File: src/dual_uart_front_map.svh
// Purpose: Offsets, bit positions, reset values and counts of the dual serial front end.
// Assumes: Included by bare name wherever a constant is needed.
// Notes:   Definitions only.
`ifndef DUAL_UART_FRONT_MAP_SVH
`define DUAL_UART_FRONT_MAP_SVH

// ----------------------------------------------------------------------------
// Register offsets on the host address lines
// ----------------------------------------------------------------------------
`define PRN_DATA_OFFSET    3'h0
`define STATUS_OFFSET      3'h6

// ----------------------------------------------------------------------------
// Modem status register and interrupt enable bit positions
// ----------------------------------------------------------------------------
`define STATUS_CTS_DELTA_BIT  0
`define STATUS_DSR_DELTA_BIT  1
`define STATUS_RING_FALL_BIT  2
`define STATUS_DCD_DELTA_BIT  3
`define STATUS_CTS_BIT        4
`define STATUS_DSR_BIT        5
`define STATUS_RING_BIT       6
`define STATUS_DCD_BIT        7
`define RING_INT_EN_BIT       3

// ----------------------------------------------------------------------------
// Reset values and widths
// ----------------------------------------------------------------------------
`define STATUS_RESET       8'h00
`define PRN_DATA_RESET     8'h00
`define READ_DATA_RESET    8'h00
`define BAUD_DIV_WIDTH     16
`define CHANNEL_COUNT      2

`endif

File: src/dual_uart_front_pkg.sv
// Purpose: Types shared by the dual serial front end.
// Assumes: Constants live in dual_uart_front_map.svh.
// Notes:   Nothing is imported; users write the package name.
package dual_uart_front_pkg;

    typedef logic [7:0] byte_t;

    // One-hot owner of a host access.
    typedef enum logic [3:0] {
        TGT_NONE = 4'b0001,
        TGT_CH0  = 4'b0010,
        TGT_CH1  = 4'b0100,
        TGT_PRN  = 4'b1000
    } target_t;

endpackage

File: src/modem_status_channel.sv
// Purpose: Modem status register and ring interrupt of one serial channel.
// Assumes: Modem pins are active low and synchronous to the clock.
// Notes:   A change arriving in the cycle of a clearing read is kept.
`timescale 1ns/1ps
`include "dual_uart_front_map.svh"
module modem_status_channel (
    input  wire logic        core_clk_in,     // System clock.
    input  wire logic        reset_n_in,      // Asynchronous reset, active low.
    input  wire logic        cts_n_in,        // Clear to send pin.
    input  wire logic        dsr_n_in,        // Data set ready pin.
    input  wire logic        ring_n_in,       // Ring indicator pin.
    input  wire logic        dcd_n_in,        // Carrier detect pin.
    input  wire logic        status_clear_in, // Host read of the status register.
    input  wire logic        ring_int_en_in,  // Ring interrupt enable bit.
    output logic [7:0]       status_out,      // Modem status register.
    output logic             irq_out          // Channel interrupt.
);
    logic [3:0] level_nxt;
    logic [3:0] delta_ev;
    logic [3:0] delta_nxt;
    logic       irq_nxt;

    // Levels are the asserted sense of the active-low pins.
    assign level_nxt = {~dcd_n_in, ~ring_n_in, ~dsr_n_in, ~cts_n_in};
    assign delta_ev[0] = level_nxt[0] != status_out[`STATUS_CTS_BIT];
    assign delta_ev[1] = level_nxt[1] != status_out[`STATUS_DSR_BIT];
    assign delta_ev[2] = level_nxt[2] & ~status_out[`STATUS_RING_BIT];
    assign delta_ev[3] = level_nxt[3] != status_out[`STATUS_DCD_BIT];
    // Set wins over the clearing read.
    assign delta_nxt = (status_out[3:0] & {4{~status_clear_in}}) | delta_ev;
    assign irq_nxt = ring_int_en_in & delta_nxt[`STATUS_RING_FALL_BIT];

    always_ff @(posedge core_clk_in or negedge reset_n_in) begin
        if (!reset_n_in) begin
            status_out <= `STATUS_RESET;
            irq_out    <= 1'b0;
        end else begin
            status_out <= {level_nxt, delta_nxt};
            irq_out    <= irq_nxt;
        end
    end

endmodule // modem_status_channel

File: src/dual_uart_front.sv
// Purpose: Chip select steering, printer data drive, baud clock feed and modem status of a dual serial device.
// Assumes: All inputs are synchronous to core_clk_in; the external clock is sampled as a level.
// Notes:   Receiver, transmitter, line status and printer handshake live elsewhere.
`timescale 1ns/1ps
`include "dual_uart_front_map.svh"
module dual_uart_front #(
    parameter int DIV_W = `BAUD_DIV_WIDTH
) (
    input  wire logic             core_clk_in,                // System clock, 125 MHz.
    input  wire logic             reset_n_in,                 // Asynchronous reset, active low.
    input  wire logic             read_n_in,                  // Host read strobe, active low.
    input  wire logic             write_n_in,                 // Host write strobe, active low.
    input  wire logic [2:0]       addr_in,                    // Host register address.
    input  wire logic [7:0]       data_in,                    // Host write data.
    input  wire logic             serial_ch0_select_n_in,     // Channel 0 select, active low.
    input  wire logic             serial_ch1_select_n_in,     // Channel 1 select, active low.
    input  wire logic             printer_port_select_n_in,   // Printer port select, active low.
    input  wire logic             parallel_output_enable_n_in,// Parallel drive enable, active low.
    input  wire logic [7:0]       parallel_data_lines_in,     // Parallel lines as read.
    input  wire logic             ext_clk_in,                 // External baud clock level.
    input  wire logic [DIV_W-1:0] baud_divisor_ch0_in,        // Channel 0 divisor.
    input  wire logic [DIV_W-1:0] baud_divisor_ch1_in,        // Channel 1 divisor.
    input  wire logic [1:0]       cts_n_in,                   // Clear to send per channel.
    input  wire logic [1:0]       dsr_n_in,                   // Data set ready per channel.
    input  wire logic [1:0]       ring_indicator_n_in,        // Ring indicator per channel.
    input  wire logic [1:0]       carrier_detect_n_in,        // Carrier detect per channel.
    input  wire logic [1:0]       ring_int_en_in,             // Interrupt enable bit 3 per channel.
    output logic [1:0]            serial_read_out,            // Gated read per channel.
    output logic [1:0]            serial_write_out,           // Gated write per channel.
    output logic                  printer_read_out,           // Gated printer read.
    output logic                  printer_write_out,          // Gated printer write.
    output logic [7:0]            read_data_out,              // Data captured at read start.
    output logic [7:0]            parallel_data_lines_out,    // Parallel drive value.
    output logic [7:0]            parallel_data_lines_oe_out, // Parallel drive enables.
    output logic [1:0]            baud_tick_out,              // Baud divisor tick per channel.
    output logic [7:0]            modem_status_reg_ch0_out,   // Channel 0 status register.
    output logic [7:0]            modem_status_reg_ch1_out,   // Channel 1 status register.
    output logic [1:0]            irq_out                     // Interrupt per channel.
);
    // ------------------------------------------------------------------------
    // Host decode
    // ------------------------------------------------------------------------
    dual_uart_front_pkg::target_t target;
    logic       read_n_prev_r;
    logic       write_n_prev_r;
    logic       read_start;
    logic       write_start;
    logic [1:0] ser_rd_nxt;
    logic [1:0] ser_wr_nxt;
    logic       prn_rd_nxt;
    logic       prn_wr_nxt;
    logic [1:0] status_clear;
    logic [7:0] status_w [2];
    logic [1:0] irq_w;
    logic [DIV_W-1:0] divisor_w [2];
    dual_uart_front_pkg::byte_t prn_data_r;
    dual_uart_front_pkg::byte_t prn_read_val;
    dual_uart_front_pkg::byte_t read_data_nxt;
    logic       ext_clk_prev_r;
    logic       ext_edge;

    // The first-listed select owns a clash in the decode; gated strobes follow every select; the host never asserts two.
    assign target = !serial_ch0_select_n_in   ? dual_uart_front_pkg::TGT_CH0 :
                    !serial_ch1_select_n_in   ? dual_uart_front_pkg::TGT_CH1 :
                    !printer_port_select_n_in ? dual_uart_front_pkg::TGT_PRN :
                                                dual_uart_front_pkg::TGT_NONE;
    assign ser_rd_nxt  = {~serial_ch1_select_n_in & ~read_n_in, ~serial_ch0_select_n_in & ~read_n_in};
    assign ser_wr_nxt  = {~serial_ch1_select_n_in & ~write_n_in, ~serial_ch0_select_n_in & ~write_n_in};
    assign prn_rd_nxt  = ~printer_port_select_n_in & ~read_n_in;
    assign prn_wr_nxt  = ~printer_port_select_n_in & ~write_n_in;
    assign read_start  = ~read_n_in & read_n_prev_r;
    assign write_start = ~write_n_in & write_n_prev_r;
    assign status_clear[0] = read_start & (target == dual_uart_front_pkg::TGT_CH0)
                             & (addr_in == `STATUS_OFFSET);
    assign status_clear[1] = read_start & (target == dual_uart_front_pkg::TGT_CH1)
                             & (addr_in == `STATUS_OFFSET);
    // With the drive off the port reads the external lines, else the latched byte.
    assign prn_read_val = parallel_output_enable_n_in ? parallel_data_lines_in : prn_data_r;

    always_comb begin
        read_data_nxt = read_data_out;
        if (read_start) begin
            case (target)
                dual_uart_front_pkg::TGT_CH0: read_data_nxt = (addr_in == `STATUS_OFFSET) ? status_w[0]
                                                                                          : `READ_DATA_RESET;
                dual_uart_front_pkg::TGT_CH1: read_data_nxt = (addr_in == `STATUS_OFFSET) ? status_w[1]
                                                                                          : `READ_DATA_RESET;
                dual_uart_front_pkg::TGT_PRN: read_data_nxt = (addr_in == `PRN_DATA_OFFSET) ? prn_read_val
                                                                                         : `READ_DATA_RESET;
                default: read_data_nxt = read_data_out;
            endcase
        end
    end

    always_ff @(posedge core_clk_in or negedge reset_n_in) begin
        if (!reset_n_in) begin
            read_n_prev_r     <= 1'b1;
            write_n_prev_r    <= 1'b1;
            serial_read_out   <= 2'h0;
            serial_write_out  <= 2'h0;
            printer_read_out  <= 1'b0;
            printer_write_out <= 1'b0;
            read_data_out     <= `READ_DATA_RESET;
        end else begin
            read_n_prev_r     <= read_n_in;
            write_n_prev_r    <= write_n_in;
            serial_read_out   <= ser_rd_nxt;
            serial_write_out  <= ser_wr_nxt;
            printer_read_out  <= prn_rd_nxt;
            printer_write_out <= prn_wr_nxt;
            read_data_out     <= read_data_nxt;
        end
    end

    // ------------------------------------------------------------------------
    // Printer data drive
    // ------------------------------------------------------------------------
    always_ff @(posedge core_clk_in or negedge reset_n_in) begin
        if (!reset_n_in) begin
            prn_data_r                 <= `PRN_DATA_RESET;
            parallel_data_lines_out    <= `PRN_DATA_RESET;
            parallel_data_lines_oe_out <= 8'h00;
        end else begin
            if (write_start && target == dual_uart_front_pkg::TGT_PRN && addr_in == `PRN_DATA_OFFSET) begin
                prn_data_r <= data_in;
            end
            parallel_data_lines_out    <= prn_data_r;
            parallel_data_lines_oe_out <= {8{~parallel_output_enable_n_in}};
        end
    end

    // ------------------------------------------------------------------------
    // Baud divisors and modem status
    // ------------------------------------------------------------------------
    assign ext_edge     = ext_clk_in & ~ext_clk_prev_r;
    assign divisor_w[0] = baud_divisor_ch0_in;
    assign divisor_w[1] = baud_divisor_ch1_in;

    always_ff @(posedge core_clk_in or negedge reset_n_in) begin
        if (!reset_n_in) begin
            ext_clk_prev_r <= 1'b0;
        end else begin
            ext_clk_prev_r <= ext_clk_in;
        end
    end

    for (genvar i = 0; i < `CHANNEL_COUNT; i++) begin : g_chan
        logic [DIV_W-1:0] cnt_r;
        logic             wrap;
        // A zero divisor stops the channel instead of ticking every edge.
        assign wrap = (divisor_w[i] != '0) && (cnt_r >= divisor_w[i] - DIV_W'(1));
        always_ff @(posedge core_clk_in or negedge reset_n_in) begin
            if (!reset_n_in) begin
                cnt_r            <= '0;
                baud_tick_out[i] <= 1'b0;
            end else begin
                baud_tick_out[i] <= ext_edge & wrap;
                if (ext_edge) begin
                    cnt_r <= wrap ? '0 : cnt_r + DIV_W'(1);
                end
            end
        end

        modem_status_channel u_status (
            .core_clk_in     (core_clk_in),
            .reset_n_in      (reset_n_in),
            .cts_n_in        (cts_n_in[i]),
            .dsr_n_in        (dsr_n_in[i]),
            .ring_n_in       (ring_indicator_n_in[i]),
            .dcd_n_in        (carrier_detect_n_in[i]),
            .status_clear_in (status_clear[i]),
            .ring_int_en_in  (ring_int_en_in[i]),
            .status_out      (status_w[i]),
            .irq_out         (irq_w[i])
        );
    end

    assign modem_status_reg_ch0_out = status_w[0];
    assign modem_status_reg_ch1_out = status_w[1];
    assign irq_out                  = irq_w;
endmodule // dual_uart_front

File: config.mk
export PLATFORM = sky130hd
export DESIGN_NAME = dual_uart_front
export DESIGN_NICKNAME = d
export VERILOG_FILES = /design/src/dual_uart_front_pkg.sv /design/src/modem_status_channel.sv /design/src/dual_uart_front.sv
export VERILOG_INCLUDE_DIRS = /design/src
export SDC_FILE = /design/constraint.sdc
export NUM_CORES = 1
export LEC_CHECK = 0
export BUFFER_PORTS_ARGS = -buffer_cell sky130_fd_sc_hd__buf_2
export CAP_MARGIN = 10
export CORE_AREA = 8 8 151 153
export DETAILED_ROUTE_END_ITERATION = 8
export DIE_AREA = 0 0 159 161
export SYNTH_ARGS = -nofsm -noshare
export SYNTH_HDL_FRONTEND = slang
export SYNTH_HIERARCHICAL = 1
export SYNTH_SLANG_ARGS = --single-unit
export TNS_END_PERCENT = 100
File: constraint.sdc
create_clock -name core_clk_in -period 2.3 [get_ports core_clk_in]
set_input_delay 0.23 -clock core_clk_in [delete_from_list [all_inputs] [get_ports core_clk_in]]
set_output_delay 0.23 -clock core_clk_in [all_outputs]
set_load 0.01 [all_outputs]
; After elaboration in Yosys (flattened, before gate mapping)
; Index checks and enable logic that the tools add are counted.
[word_totals]
regBits = 86
latchBits = 0
ramBits = 0
rom_bits = 0
output_inout_bits = 50
word_cells = 96
mem_count = 0
[classes]
n_addsub = 4
multipliers = 0
div_mod_pow = 0
n_lt_le_gt_ge = 2
n_eq_ne = 10
shift = 0
mux = 10
bitwise = 42
reduce_logical = 9
[ops]
columns = op, n
row1 = "16-bit by 1-bit adder with 16-bit output, second input constant", 2
row2 = 16-bit greater-or-equal comparator, 2
row3 = 16-bit 2-to-1 mux, 2
row4 = 8-bit 2-to-1 mux, 4
row5 = 16-bit nonzero test, 2
row6 = "16-bit by 1-bit subtractor with 16-bit output, second input constant", 2
row7 = 8-bit case mux with 3 select lines, 1
row8 = 1-bit bitwise AND, 19
row9 = 1-bit NOT, 19
row10 = 4-bit 2-to-1 mux, 3
row11 = 4-bit bitwise AND, 2
row12 = 4-bit OR, 2
row13 = 1-bit inequality test, 6
row14 = "4-bit by 2-bit equality test with 1-bit output, second input constant", 1
row15 = "4-bit by 3-bit equality test with 1-bit output, second input constant", 1
row16 = "4-bit equality test, second input constant", 1
row17 = 1-bit logical AND, 4
row18 = "3-bit equality test, second input constant", 1
row19 = 3-bit logical NOT, 1
row20 = 3-bit nonzero test, 1
row21 = 2-bit AND reduction, 1

; Logic depth before layout (Yosys ltp)
; Gate-level depths: netlist of the first run.
[logic_depth]
ltp_word = 10
depth_mapped = 13

; Modules after synthesis
; The synthesis of the first run kept the hierarchy.
[modules_own_cells]
columns = module, n_inst, cells_each, area_per_inst_um2, seq_area_each_um2
row1 = dual_uart_front, 1, 429, 4362.9, 1704.1
row2 = modem_status_channel, 2, 26, 316.6, 225.2

; Worst setup path before layout of the first run
; Ideal clock, no wire load.
[synth_timing]
path_type = in2reg
start = in baud_divisor_ch0_in[0]
end = reg g_chan[0].cnt_r[3]
setup_ns = 0.119
t_arrival_ns = 2.764
t_required_ns = 2.181
path_slack_ns = -0.583
stages = 12
cell_sequence = or3_1 > nor3_2 > nand3_1 > nor4_1 > xnor2_1 > ha_1 > nand2_1 > nor4_1 > a31oi_1 > a211oi_2 > buf_4 > nor2_1
[synth_via]
elab_chain_len = 4
elab_cells_between_ends = 5
classes_between = add/sub: 1 / order compare: 1 / mux: 1 / reduce/logical: 2
[synth_lines]
columns = element, line
row1 = start: declaration, dual_uart_front.sv:21  ; input wire logic [DIV_W-1:0] baud_divisor_ch0_in,
row2 = 16-bit by 1-bit subtractor with 16-bit output, dual_uart_front.sv:151  ; assign wrap = (divisor_w[i] != '0) && (cnt_r >= divisor_w[i] - DIV_W'(1));
row3 = 16-bit greater-or-equal comparator, dual_uart_front.sv:151
row4 = 1-bit logical AND *, dual_uart_front.sv:151
row5 = 16-bit 2-to-1 mux *, dual_uart_front.sv:159  ; cnt_r <= wrap ? '0 : cnt_r + DIV_W'(1);
row6 = end signal: assignment, dual_uart_front.sv:159
row7 = end: declaration, dual_uart_front.sv:148  ; logic [DIV_W-1:0] cnt_r;
; Mark *: on every way between the ends. The rest lies on a longest branch, timed or not.
; A chain may end at the register's enable or synchronous reset.

; Final worst setup path of the first run
[layout_timing]
start = in baud_divisor_ch0_in[1]
end = reg g_chan[0].cnt_r[15]
; The elaborated chain is that of the path after synthesis.

==> results.py, run 1 <==
metrics = {
    "setup_path": {
        "startpoint_type": "input pin",
        "slowest_stage": "or3_4",
        "critical_path_class": "in2reg",
        "required_ps": 2510,
        "crit_chain": "buf_6 > or3_4 > nor3_4 > nand3_2 > nor4_4 > xnor2_1 > ha_1 > nand2_2 > nor4_4 > a31oi_2 > a211oi_2 > buf_4 > a21oi_2",
        "cp.depth": 13,
        "worst_path_most_repeated_cell": "nor4_4",
        "end_kind": "register",
        "regToRegSetupSlack_ps": 230,
        "reg2reg_depth": 7,
        "cpPeakStageDelay_ps": 390,
        "arrival_ps": 2830,
        "crit_family": "simple AND/OR/NAND/NOR gates",
        "timing.rr.end": "g_chan[0].cnt_r[15]$_DFFE_PN0P_",
        "critPathBufInv": 2,
        "rr_startpoint": "g_chan[0].cnt_r[13]$_DFFE_PN0P_",
        "cp_max_fo": 6,
    },
    "route": {
        "wl_per_cell_um": 13.8,
        "drt-pass1-iter-count": 4,
        "drtAntennaViolNets": 0,
        "drt_iter0_drc": 183,
        "routed_wirelength_mm": 12.9,
        "routed-via-count": 4066,
        "avgViaCountPerCell": 4.35,
        "drc": 0,
    },
    "sta": {
        "post-route-min-period_ps": 2610,
        "layout_setup_ws_ps": -312,
        "setup_viol": 34,
        "worstMarginPinSlew_ps": 895,
        "hold_ws_ps": 35.2,
        "skew_ps": 15.2,
        "maxSlewViolCount": 0,
        "hold_viol": 0,
        "rsz0062_at_grt": "yes",
        "fmax_mhz": 383,
        "fin_crit_sh": 1.14,
        "relSlewSlack": 0.403,
    },
    "die": {
        "dieArea_um2": 25600,
        "start_util": 0.243,
        "chipWidth_um": 159,
        "design.core.area_um2": 20600,
        "rows": 53,
        "dieHeight_um": 161,
        "ioPinCount": 120,
    },
    "flow_run": {
        "cap_violations": 0,
    },
    "outcome": {
        "status": "finished, violations left",
        "violations": "setup timing",
    },
    "synthesis": {
        "ys.flop_type": "dfrtp_1",
        "ys_top_cells_by_count": "dfrtp_1 (84), nor2_1 (42), ha_1 (36)",
        "synth_edf_count": 0,
        "yosys.area.top_type": "dfrtp_1",
        "netlist_area_um2": 5000,
        "synth_area_per_cell_um2": 10.4,
        "synth_most_common_cell": "dfrtp_1",
        "yosysSeqAreaShare": 0.431,
        "synthTopCellsByArea": "dfrtp_1 (42%), ha_1 (9.0%), xor2_1 (5.4%)",
        "yosysWarnings": 6,
        "synth_cell_type_count": 52,
        "synth_seq_cells": 86,
        "synth_top_area_share": 0.421,
        "syn-num-nets": 587,
        "async_reset_ff_frac": 1.00,
        "synth_cells": 481,
    },
    "pwr": {
        "switching_power_uw": 1170,
        "swShare": 0.263,
        "ir_drop_v": 0.000485,
        "p_int_uw": 3270,
        "pwr-share-comb": 0.179,
        "total_power_uw": 4430,
        "p_per_area_nw_per_um2": 644,
        "power.leakage_uw": 0.00326,
        "power_frac_seq": 0.407,
        "power_frac_clock": 0.414,
    },
    "grt": {
        "grt_usage": 0.100,
        "grt_start_max_net_pins": 52,
        "grt_pass1_wl_mm": 21.0,
        "grt_pass1_vias": 4170,
        "antenna_found_initial": 0,
        "overflow": 0,
    },
    "cells_and_area": {
        "drive_gt1_frac": 0.404,
        "final_nets": 760,
        "syn_to_final_growth_pct": 37.8,
        "n_antenna_cell": 0,
    },
    "clock_network": {
        "cts_buffers": 9,
        "cts.sinks": 86,
        "cts_max_level": 3,
        "cts_buffer_depth": 2,
        "root_buffer": "clkbuf_16",
        "clk_pin_slew_ps": 60,
        "cts_tree": "built",
        "clock_latency_ps": 340,
    },
    "placement": {
        "gp_congestion": 0.800,
        "pre_cts_ws_ps": -615,
        "place_hpwl_mm": 10.0,
        "io_buffer_count": 119,
    },
    "min_path": {
        "worstHoldPathCells": 1,
        "holdCritStartpoint": "write_n_in",
        "hold_path_class": "in2reg",
        "hold_end": "write_n_prev_r$_DFF_PN1_",
    },
}
## layout by cell type, fill, tap and decap left out, drive strengths merged, types with 4 or more instances in the layout
master,instances
nor3,14
nor4,12
o21ai,25
xor2,31
mux2,8
dfrtp,84
nand3,13
a21oi,30
a22oi,9
nand2,34
and3,7
o22a,8
buf,179
clkbuf,11
nand4,6
mux2i,9
inv,22
xnor2,30
nor2b,5
nor2,43
bufinv,4
ha,36
nand2b,4
## worst max-delay path by stage
stage	start	to
6_report	baud_divisor_ch0_in[1]	g_chan[0].cnt_r[15]$_DFFE_PN0P_
5_1_grt	baud_divisor_ch0_in[1]	g_chan[0].cnt_r[5]$_DFFE_PN0P_
4_1_cts	baud_divisor_ch0_in[1]	g_chan[0].cnt_r[5]$_DFFE_PN0P_
3_5_place_dp	baud_divisor_ch1_in[3]	g_chan[1].cnt_r[15]$_DFFE_PN0P_
3_3_place_gp	baud_divisor_ch0_in[0]	g_chan[0].cnt_r[7]$_DFFE_PN0P_
2_1_floorplan	baud_divisor_ch0_in[0]	g_chan[0].cnt_r[3]$_DFFE_PN0P_
## cell type report
class	instances	area, um^2
fill	2127	13700
inverter	22	82.6
clock inverter	5	129
tap	275	344
sequential	86	2150
clock buffer	11	253
timing repair buffer	180	1110
multi-input combinational	355	2810
## through the flow
step	setup TNS [ps]	utilization	area [um^2]	std cells
after global routing	-13080	0.335	6880	934
after CTS	-7520	0.330	6790	931
final	-8700	0.335	6880	934
after floorplan	-12060	-	5060	481
after detailed placement	-19940	0.306	6300	910
after global placement	-18130	0.306	6300	910
## worst register-to-register path, stage by stage, from the launching register on
cell      delay [ps]
dfrtp_1          420
ha_1             340
nand2_2           90
nor4_4           350
a31oi_2          160
a211oi_2         330
buf_4            220
a21oi_2           40
## per-layer routing
| metal | routed length (um) | up-vias | GRT usage |
|---|---|---|---|
| li1 | - | 2034 | - |
| met1 | 6000 | 1944 | 0.126 |
| met2 | 5990 | 79 | 0.161 |
| met3 | 735 | 9 | 0.0356 |
| met4 | 142 | 0 | 0.0283 |
| met5 | 0 | - | 0 |
## logic make-up (layout without fill, tap and decap cells)
kind of cell,after synthesis,after routing,share of synthesized area
AO/OA/AOI/OAI,79,79,0.0999
buffers and inverters,40,218,0.0401
multiplexers,17,17,0.0421
AND/OR/NAND/NOR,162,162,0.190
flip-flops,86,86,0.431
adder cells (fa/ha/maj),36,36,0.0902
XOR/XNOR,61,61,0.107
## power by group through the flow
stage          Clock, uW  Combinational, uW  Sequential, uW
3_5_place_dp           0                766            1840
3_3_place_gp           0                753            1830
5_1_grt             1960                906            1830
6_report            1840                792            1810
2_1_floorplan          0                434            1820
4_1_cts             1890                788            1810
## repair_timing
item                                    CTS  global route
hold endpoints to repair                 35             0
pin swaps                                23             7
hold buffers                              1             0
gates cloned                              1             0
buffers inserted                          3             3
gates resized for setup                  17            18
endpoints found under the setup margin   34            34
## sequential cells by signal, indices dropped and copies added (netlist names)
| name | count |
|---|---|
| parallel_data_lines_oe_out | 1 |
| prn_data_r | 8 |
| g_chan.u_status/status_out | 16 |
| read_data_out | 8 |
| g_chan.cnt_r | 32 |
| serial_read_out | 2 |
| printer_write_out | 1 |
| printer_read_out | 1 |
| ext_clk_prev_r | 1 |
| read_n_prev_r | 1 |
| serial_write_out | 2 |
| write_n_prev_r | 1 |
| baud_tick_out | 2 |
| g_chan.u_status/irq_out | 2 |
| parallel_data_lines_out | 8 |
Note: power is estimated with default switching activity, not from simulation.
==> run 2: changes to the inputs <==
--- a/config.mk
+++ b/config.mk
@@ -11,6 +11,8 @@
 export CORE_AREA = 8 8 151 153
 export DETAILED_ROUTE_END_ITERATION = 8
 export DIE_AREA = 0 0 159 161
+export GPL_TIMING_DRIVEN = 0
+export MAX_ROUTING_LAYER = met4
 export SYNTH_ARGS = -nofsm -noshare
 export SYNTH_HDL_FRONTEND = slang
 export SYNTH_HIERARCHICAL = 1
==> constraint.sdc (replaced) <==
create_clock -name core_clk_in -period 2.3 [get_ports core_clk_in]
set_input_delay 0.46 -clock core_clk_in [delete_from_list [all_inputs] [get_ports core_clk_in]]
set_output_delay 0.46 -clock core_clk_in [all_outputs]
set_load 0.01 [all_outputs]
==> results.py, run 2 (same netlist as run 1, synthesis figures left out) <==
metrics = {
    "cells_and_area": {
        "syn_to_final_growth_pct": 32.1,
        "drive_gt1_frac": 0.365,
        "layout_common_cells": "buf_2 (114), dfrtp_1 (84), nor2_1 (41)",
        "largest_register": "g_chan.cnt_r",
        "n_fill_cell": 2148,
        "largest_reg_flops": 32,
        "layout_commonest_cell": "buf_2",
        "utilization": 0.321,
        "final_nets": 729,
        "top_regs": "g_chan.cnt_r: 32 flops, g_chan.u_status/status_out: 16 flops",
        "stdcell_area_um2": 6600,
    },
    "setup_path": {
        "cp_max_fo": 4,
        "slowest_stage": "or3_4",
        "crit_chain": "buf_6 > or3_4 > nor3_4 > nand3_4 > nor4_4 > xnor2_1 > ha_1 > nand2_2 > nor4_4 > a31oi_2 > a211oi_4 > buf_6 > nor4_2",
        "crit_family": "simple AND/OR/NAND/NOR gates",
        "startpoint_type": "input pin",
        "critical_path_class": "in2reg",
        "arrival_ps": 3090,
        "end_kind": "register",
        "critPathBufInv": 2,
        "cpPeakStageDelay_ps": 400,
        "required_ps": 2510,
    },
    "route": {
        "wl_met1_mm": 6.10,
        "drt-pass1-iter-count": 4,
        "avgViaCountPerCell": 4.28,
        "drc": 0,
        "routed_wirelength_mm": 12.7,
        "routed-via-count": 3873,
        "highest_layer": "met4",
        "wl_met2_mm": 6.02,
        "drt_iter0_drc": 157,
        "dr_wl_met3_um": 482,
        "wl_per_cell_um": 14.0,
        "drtAntennaViolNets": 0,
    },
    "sta": {
        "worstMarginPinSlew_ps": 940,
        "finalSetupTns_ps": -18280,
        "post-route-min-period_ps": 2880,
        "hold_viol": 0,
        "fin_crit_sh": 1.25,
        "fmax_mhz": 347,
        "skew_ps": 7.77,
        "relSlewSlack": 0.365,
        "layout_setup_ws_ps": -578,
        "setup_viol": 34,
        "maxSlewViolCount": 0,
        "rsz0062_at_grt": "yes",
    },
    "clock_network": {
        "cts_buffer_depth": 2,
        "cts_max_level": 3,
        "clk_pin_slew_ps": 60,
        "clock_latency_ps": 340,
        "cts_buffers": 9,
        "cts.sinks": 86,
        "root_buffer": "clkbuf_16",
        "cts_tree": "built",
    },
    "die": {
        "dieArea_um2": 25600,
        "rows": 53,
        "ioPinCount": 120,
        "start_util": 0.243,
        "chipWidth_um": 159,
        "dieHeight_um": 161,
        "design.core.area_um2": 20600,
    },
    "pwr": {
        "power.leakage_uw": 0.00305,
        "p_int_uw": 2890,
        "p_per_area_nw_per_um2": 616,
        "total_power_uw": 4060,
        "pwr-share-comb": 0.193,
        "power_frac_clock": 0.363,
        "ir_drop_v": 0.000323,
        "swShare": 0.289,
        "power_frac_seq": 0.445,
        "switching_power_uw": 1170,
    },
    "grt": {
        "overflow": 0,
        "grt_start_max_net_pins": 47,
        "grt_pass1_vias": 4053,
        "grt_usage": 0.102,
        "grt_pass1_wl_mm": 20.8,
        "antenna_found_initial": 2,
    },
    "flow_run": {
        "cap_violations": 0,
    },
    "outcome": {
        "status": "finished, violations left",
        "violations": "setup timing",
    },
    "placement": {
        "gp_congestion": 0.748,
        "place_hpwl_mm": 9.88,
        "dpl_cell_area_um2": 6020,
        "pre_cts_ws_ps": -1330,
        "io_buffer_count": 117,
    },
    "min_path": {
        "hold_path_class": "in2async",
    },
}
run 2: through the flow:
step | cells | hold slack [ps]
after global placement | 873 | 391
after global routing | 905 | 148
after CTS | 901 | 123
after detailed placement | 874 | 392
final | 905 | 108
after floorplan | 481 | 164
run 2: power groups by stage:
| stage | Sequential [uW] | Combinational (uW) | Clock (uW) |
|---|---|---|---|
| after floorplan | 1820 | 434 | 0 |
| after global placement | 1840 | 705 | 0 |
| after detailed placement | 1840 | 724 | 0 |
| after CTS | 1810 | 778 | 1540 |
| after global routing | 1830 | 894 | 1590 |
| final | 1810 | 783 | 1470 |
run 2: worst paths after layout:
kind	from	end	slack, ps	depth (start not counted)
min in group core_clk_in	write_n_in	write_n_prev_r$_DFF_PN1_	270	1
worst max register to register	g_chan[0].cnt_r[9]$_DFFE_PN0P_	g_chan[0].cnt_r[4]$_DFFE_PN0P_	220	7
worst min register to register	prn_data_r[0]$_DFFE_PN0P_	parallel_data_lines_out[0]$_DFF_PN0_	410	0
max in group asynchronous	reset_n_in	write_n_prev_r$_DFF_PN1_	1500	2
worst min-delay path	reset_n_in	g_chan[1].u_status/status_out[5]$_DFF_PN0_	110	1
worst max-delay path	baud_divisor_ch0_in[0]	g_chan[0].cnt_r[4]$_DFFE_PN0P_	-580	13
run 2: repair_timing:
item	CTS	global route
resized for setup	29	11
cloned	2	0
hold buffers	0	0
buffers inserted	9	2
setup endpoints to repair	34	34
pin swaps	14	4
run 2: layer usage:
metal	up-vias	global-route usage
li1	1968	-
met1	1815	0.128
met2	80	0.162
met3	10	0.0234
met4	0	0.0322
met5	-	-
run 2: cell type report:
class                   instances  area [um^2]  area share
multi-input cells             355         2830       0.429
flip-flops and latches         86         2150       0.326
repair buffers                131          753       0.114
well taps                     275          344      0.0521
clock buffers                  11          243      0.0368
plain buffers                  18          128      0.0193
inverters                      22         82.6      0.0125
clock inverters                 5         58.8     0.00891
diodes                          2         5.00    0.000758
==> run 3: changes to the inputs <==
--- a/config.mk
+++ b/config.mk
@@ -11,7 +11,7 @@
 export CORE_AREA = 8 8 151 153
 export DETAILED_ROUTE_END_ITERATION = 8
 export DIE_AREA = 0 0 159 161
-export GPL_TIMING_DRIVEN = 0
+export GPL_TIMING_DRIVEN = 1
 export MAX_ROUTING_LAYER = met4
 export SYNTH_ARGS = -nofsm -noshare
 export SYNTH_HDL_FRONTEND = slang
==> constraint.sdc (replaced) <==
create_clock -name core_clk_in -period 3.01 [get_ports core_clk_in]
set_input_delay 0.602 -clock core_clk_in [delete_from_list [all_inputs] [get_ports core_clk_in]]
set_output_delay 0.602 -clock core_clk_in [all_outputs]
set_load 0.01 [all_outputs]
==> results.py, run 3 (same netlist as run 1, synthesis figures left out) <==
metrics = {
    "setup_path": {
        "required_ps": 3220,
        "end_kind": "register",
        "arrival_ps": 3100,
        "critical_path_class": "in2reg",
        "startpoint_type": "input pin",
        "cp_max_fo": 6,
    },
    "route": {
        "routed-via-count": 3956,
        "drtAntennaViolNets": 0,
        "drt-pass1-iter-count": 4,
        "avgViaCountPerCell": 4.38,
        "wl_per_cell_um": 13.8,
        "drt_iter0_drc": 130,
        "routed_wirelength_mm": 12.5,
        "drc": 0,
    },
    "min_path": {
        "hold_path_class": "in2async",
    },
    "sta": {
        "fin_crit_sh": 0.962,
        "skew_ps": 9.21,
        "maxSlewViolCount": 0,
        "finalSetupTns_ps": 0,
        "relSlewSlack": 0.422,
        "post-route-min-period_ps": 2900,
        "worstMarginPinSlew_ps": 866,
        "hold_viol": 0,
        "fmax_mhz": 345,
        "setup_viol": 0,
        "hold_ws_ps": 260,
        "rsz0062_at_grt": "yes",
        "layout_setup_ws_ps": 114,
    },
    "pwr": {
        "switching_power_uw": 883,
        "power.leakage_uw": 0.00309,
        "pwr-share-comb": 0.180,
        "total_power_uw": 3220,
        "ir_drop_v": 0.000260,
        "power_frac_seq": 0.430,
        "p_per_area_nw_per_um2": 490,
        "power_frac_clock": 0.390,
        "p_int_uw": 2330,
        "swShare": 0.275,
    },
    "placement": {
        "pre_cts_ws_ps": -264,
        "place_hpwl_mm": 9.76,
        "io_buffer_count": 119,
        "dp.cells": 886,
        "gp_congestion": 0.808,
    },
    "clock_network": {
        "root_buffer": "clkbuf_16",
        "cts_hold_buf": 0,
        "clk_pin_slew_ps": 60,
        "clock_latency_ps": 330,
        "cts_max_level": 3,
        "cts.sinks": 86,
        "cts_buffer_depth": 2,
        "cts_buffers": 9,
        "cts_tree": "built",
    },
    "cells_and_area": {
        "regArea_um2": 2150,
        "drive_gt1_frac": 0.352,
        "syn_to_final_growth_pct": 31.3,
        "fin_cells": 904,
        "final_nets": 729,
        "n_fill_cell": 2131,
        "largest_reg_flops": 32,
        "largest_register": "g_chan.cnt_r",
        "layout_commonest_cell": "buf_2",
        "top_regs": "g_chan.cnt_r: 32 flops, g_chan.u_status/status_out: 16 flops",
        "layout_common_cells": "buf_2 (114), dfrtp_1 (84), nor2_1 (41)",
        "multi_input_area_um2": 2750,
    },
    "grt": {
        "grt_start_max_net_pins": 46,
        "grt_usage": 0.103,
        "busiest_layer": "met2",
        "use_met3": 0.0341,
        "use_met1": 0.126,
        "antenna_found_initial": 1,
        "overflow": 0,
        "grt_pass1_vias": 4237,
        "grt.met2_usage": 0.162,
        "grt_pass1_wl_mm": 21.3,
    },
    "die": {
        "dieHeight_um": 161,
        "design.core.area_um2": 20600,
        "dieArea_um2": 25600,
        "ioPinCount": 120,
        "rows": 53,
        "chipWidth_um": 159,
        "start_util": 0.243,
    },
    "outcome": {
        "status": "complete, no violations",
    },
    "flow_run": {
        "cap_violations": 0,
    },
}
run 3: changes by cell type in the layout (fill, tap and decap cells not counted), sizes merged:
cell,previous run,this run
bufinv,1,2
clkinv,2,0
clkinvlp,2,1
diode,2,1
clkbuf,16,12
buf,144,149
inv,22,23
run 3: path summary, 6_finish.rpt:
kind	startpoint	endpoint	slack [ps]	cells past startpoint
worst max-delay path	baud_divisor_ch0_in[0]	g_chan[0].cnt_r[4]$_DFFE_PN0P_	110	13
worst min-delay path	reset_n_in	read_data_out[5]$_DFFE_PN0P_	260	1
worst max register to register	g_chan[0].cnt_r[9]$_DFFE_PN0P_	g_chan[0].cnt_r[4]$_DFFE_PN0P_	1060	7
worst min register to register	prn_data_r[4]$_DFFE_PN0P_	parallel_data_lines_out[4]$_DFF_PN0_	400	0
max in group asynchronous	reset_n_in	write_n_prev_r$_DFF_PN1_	2050	2
min in group core_clk_in	prn_data_r[4]$_DFFE_PN0P_	parallel_data_lines_out[4]$_DFF_PN0_	400	0
run 3: repair_timing:
action                                  4_1_cts  5_1_grt
setup buffers                                 0        1
endpoints found under the setup margin        0       32
resized for setup                             0       15
run 3: cell type report:
class,count,share of cell area
repair buffers,149,0.134
flip-flops and latches,86,0.329
diodes,1,0.000382
clock inverters,4,0.0116
multi-input cells,355,0.420
clock buffers,12,0.0406
well taps,275,0.0525
inverters,22,0.0126
run 3: power groups by stage:
stage | combinational, uW | sequential, uW | clock [uW]
finish | 580 | 1380 | 1250
global route | 674 | 1400 | 1360
CTS | 569 | 1390 | 1290
detailed placement | 564 | 1400 | 0
global placement | 557 | 1400 | 0
floorplan | 331 | 1390 | 0
run 3: metrics by stage:
step | utilization | area, um^2
after floorplan | - | 5060
after global placement | 0.298 | 6120
after detailed placement | 0.298 | 6120
after CTS | 0.314 | 6460
after global routing | 0.319 | 6560
final | 0.319 | 6560
run 3: routing by layer:
layer / vias to the layer above / part of all wire
li1: 1969 / -
met1: 1901 / 0.47
met2: 76 / 0.47
met3: 10 / 0.048
met4: 0 / 0.012
met5: - / 0
run 3: critical path: stages:
cell and delay, ps:
buf_6 90, or3_4 400, nor3_4 170, nand3_2 160, nor4_4 170, xnor2_1 110, ha_1 320, nand2_2 80
nor4_4 300, a31oi_2 140, a211oi_2 290, buf_4 210, nor4_4 40
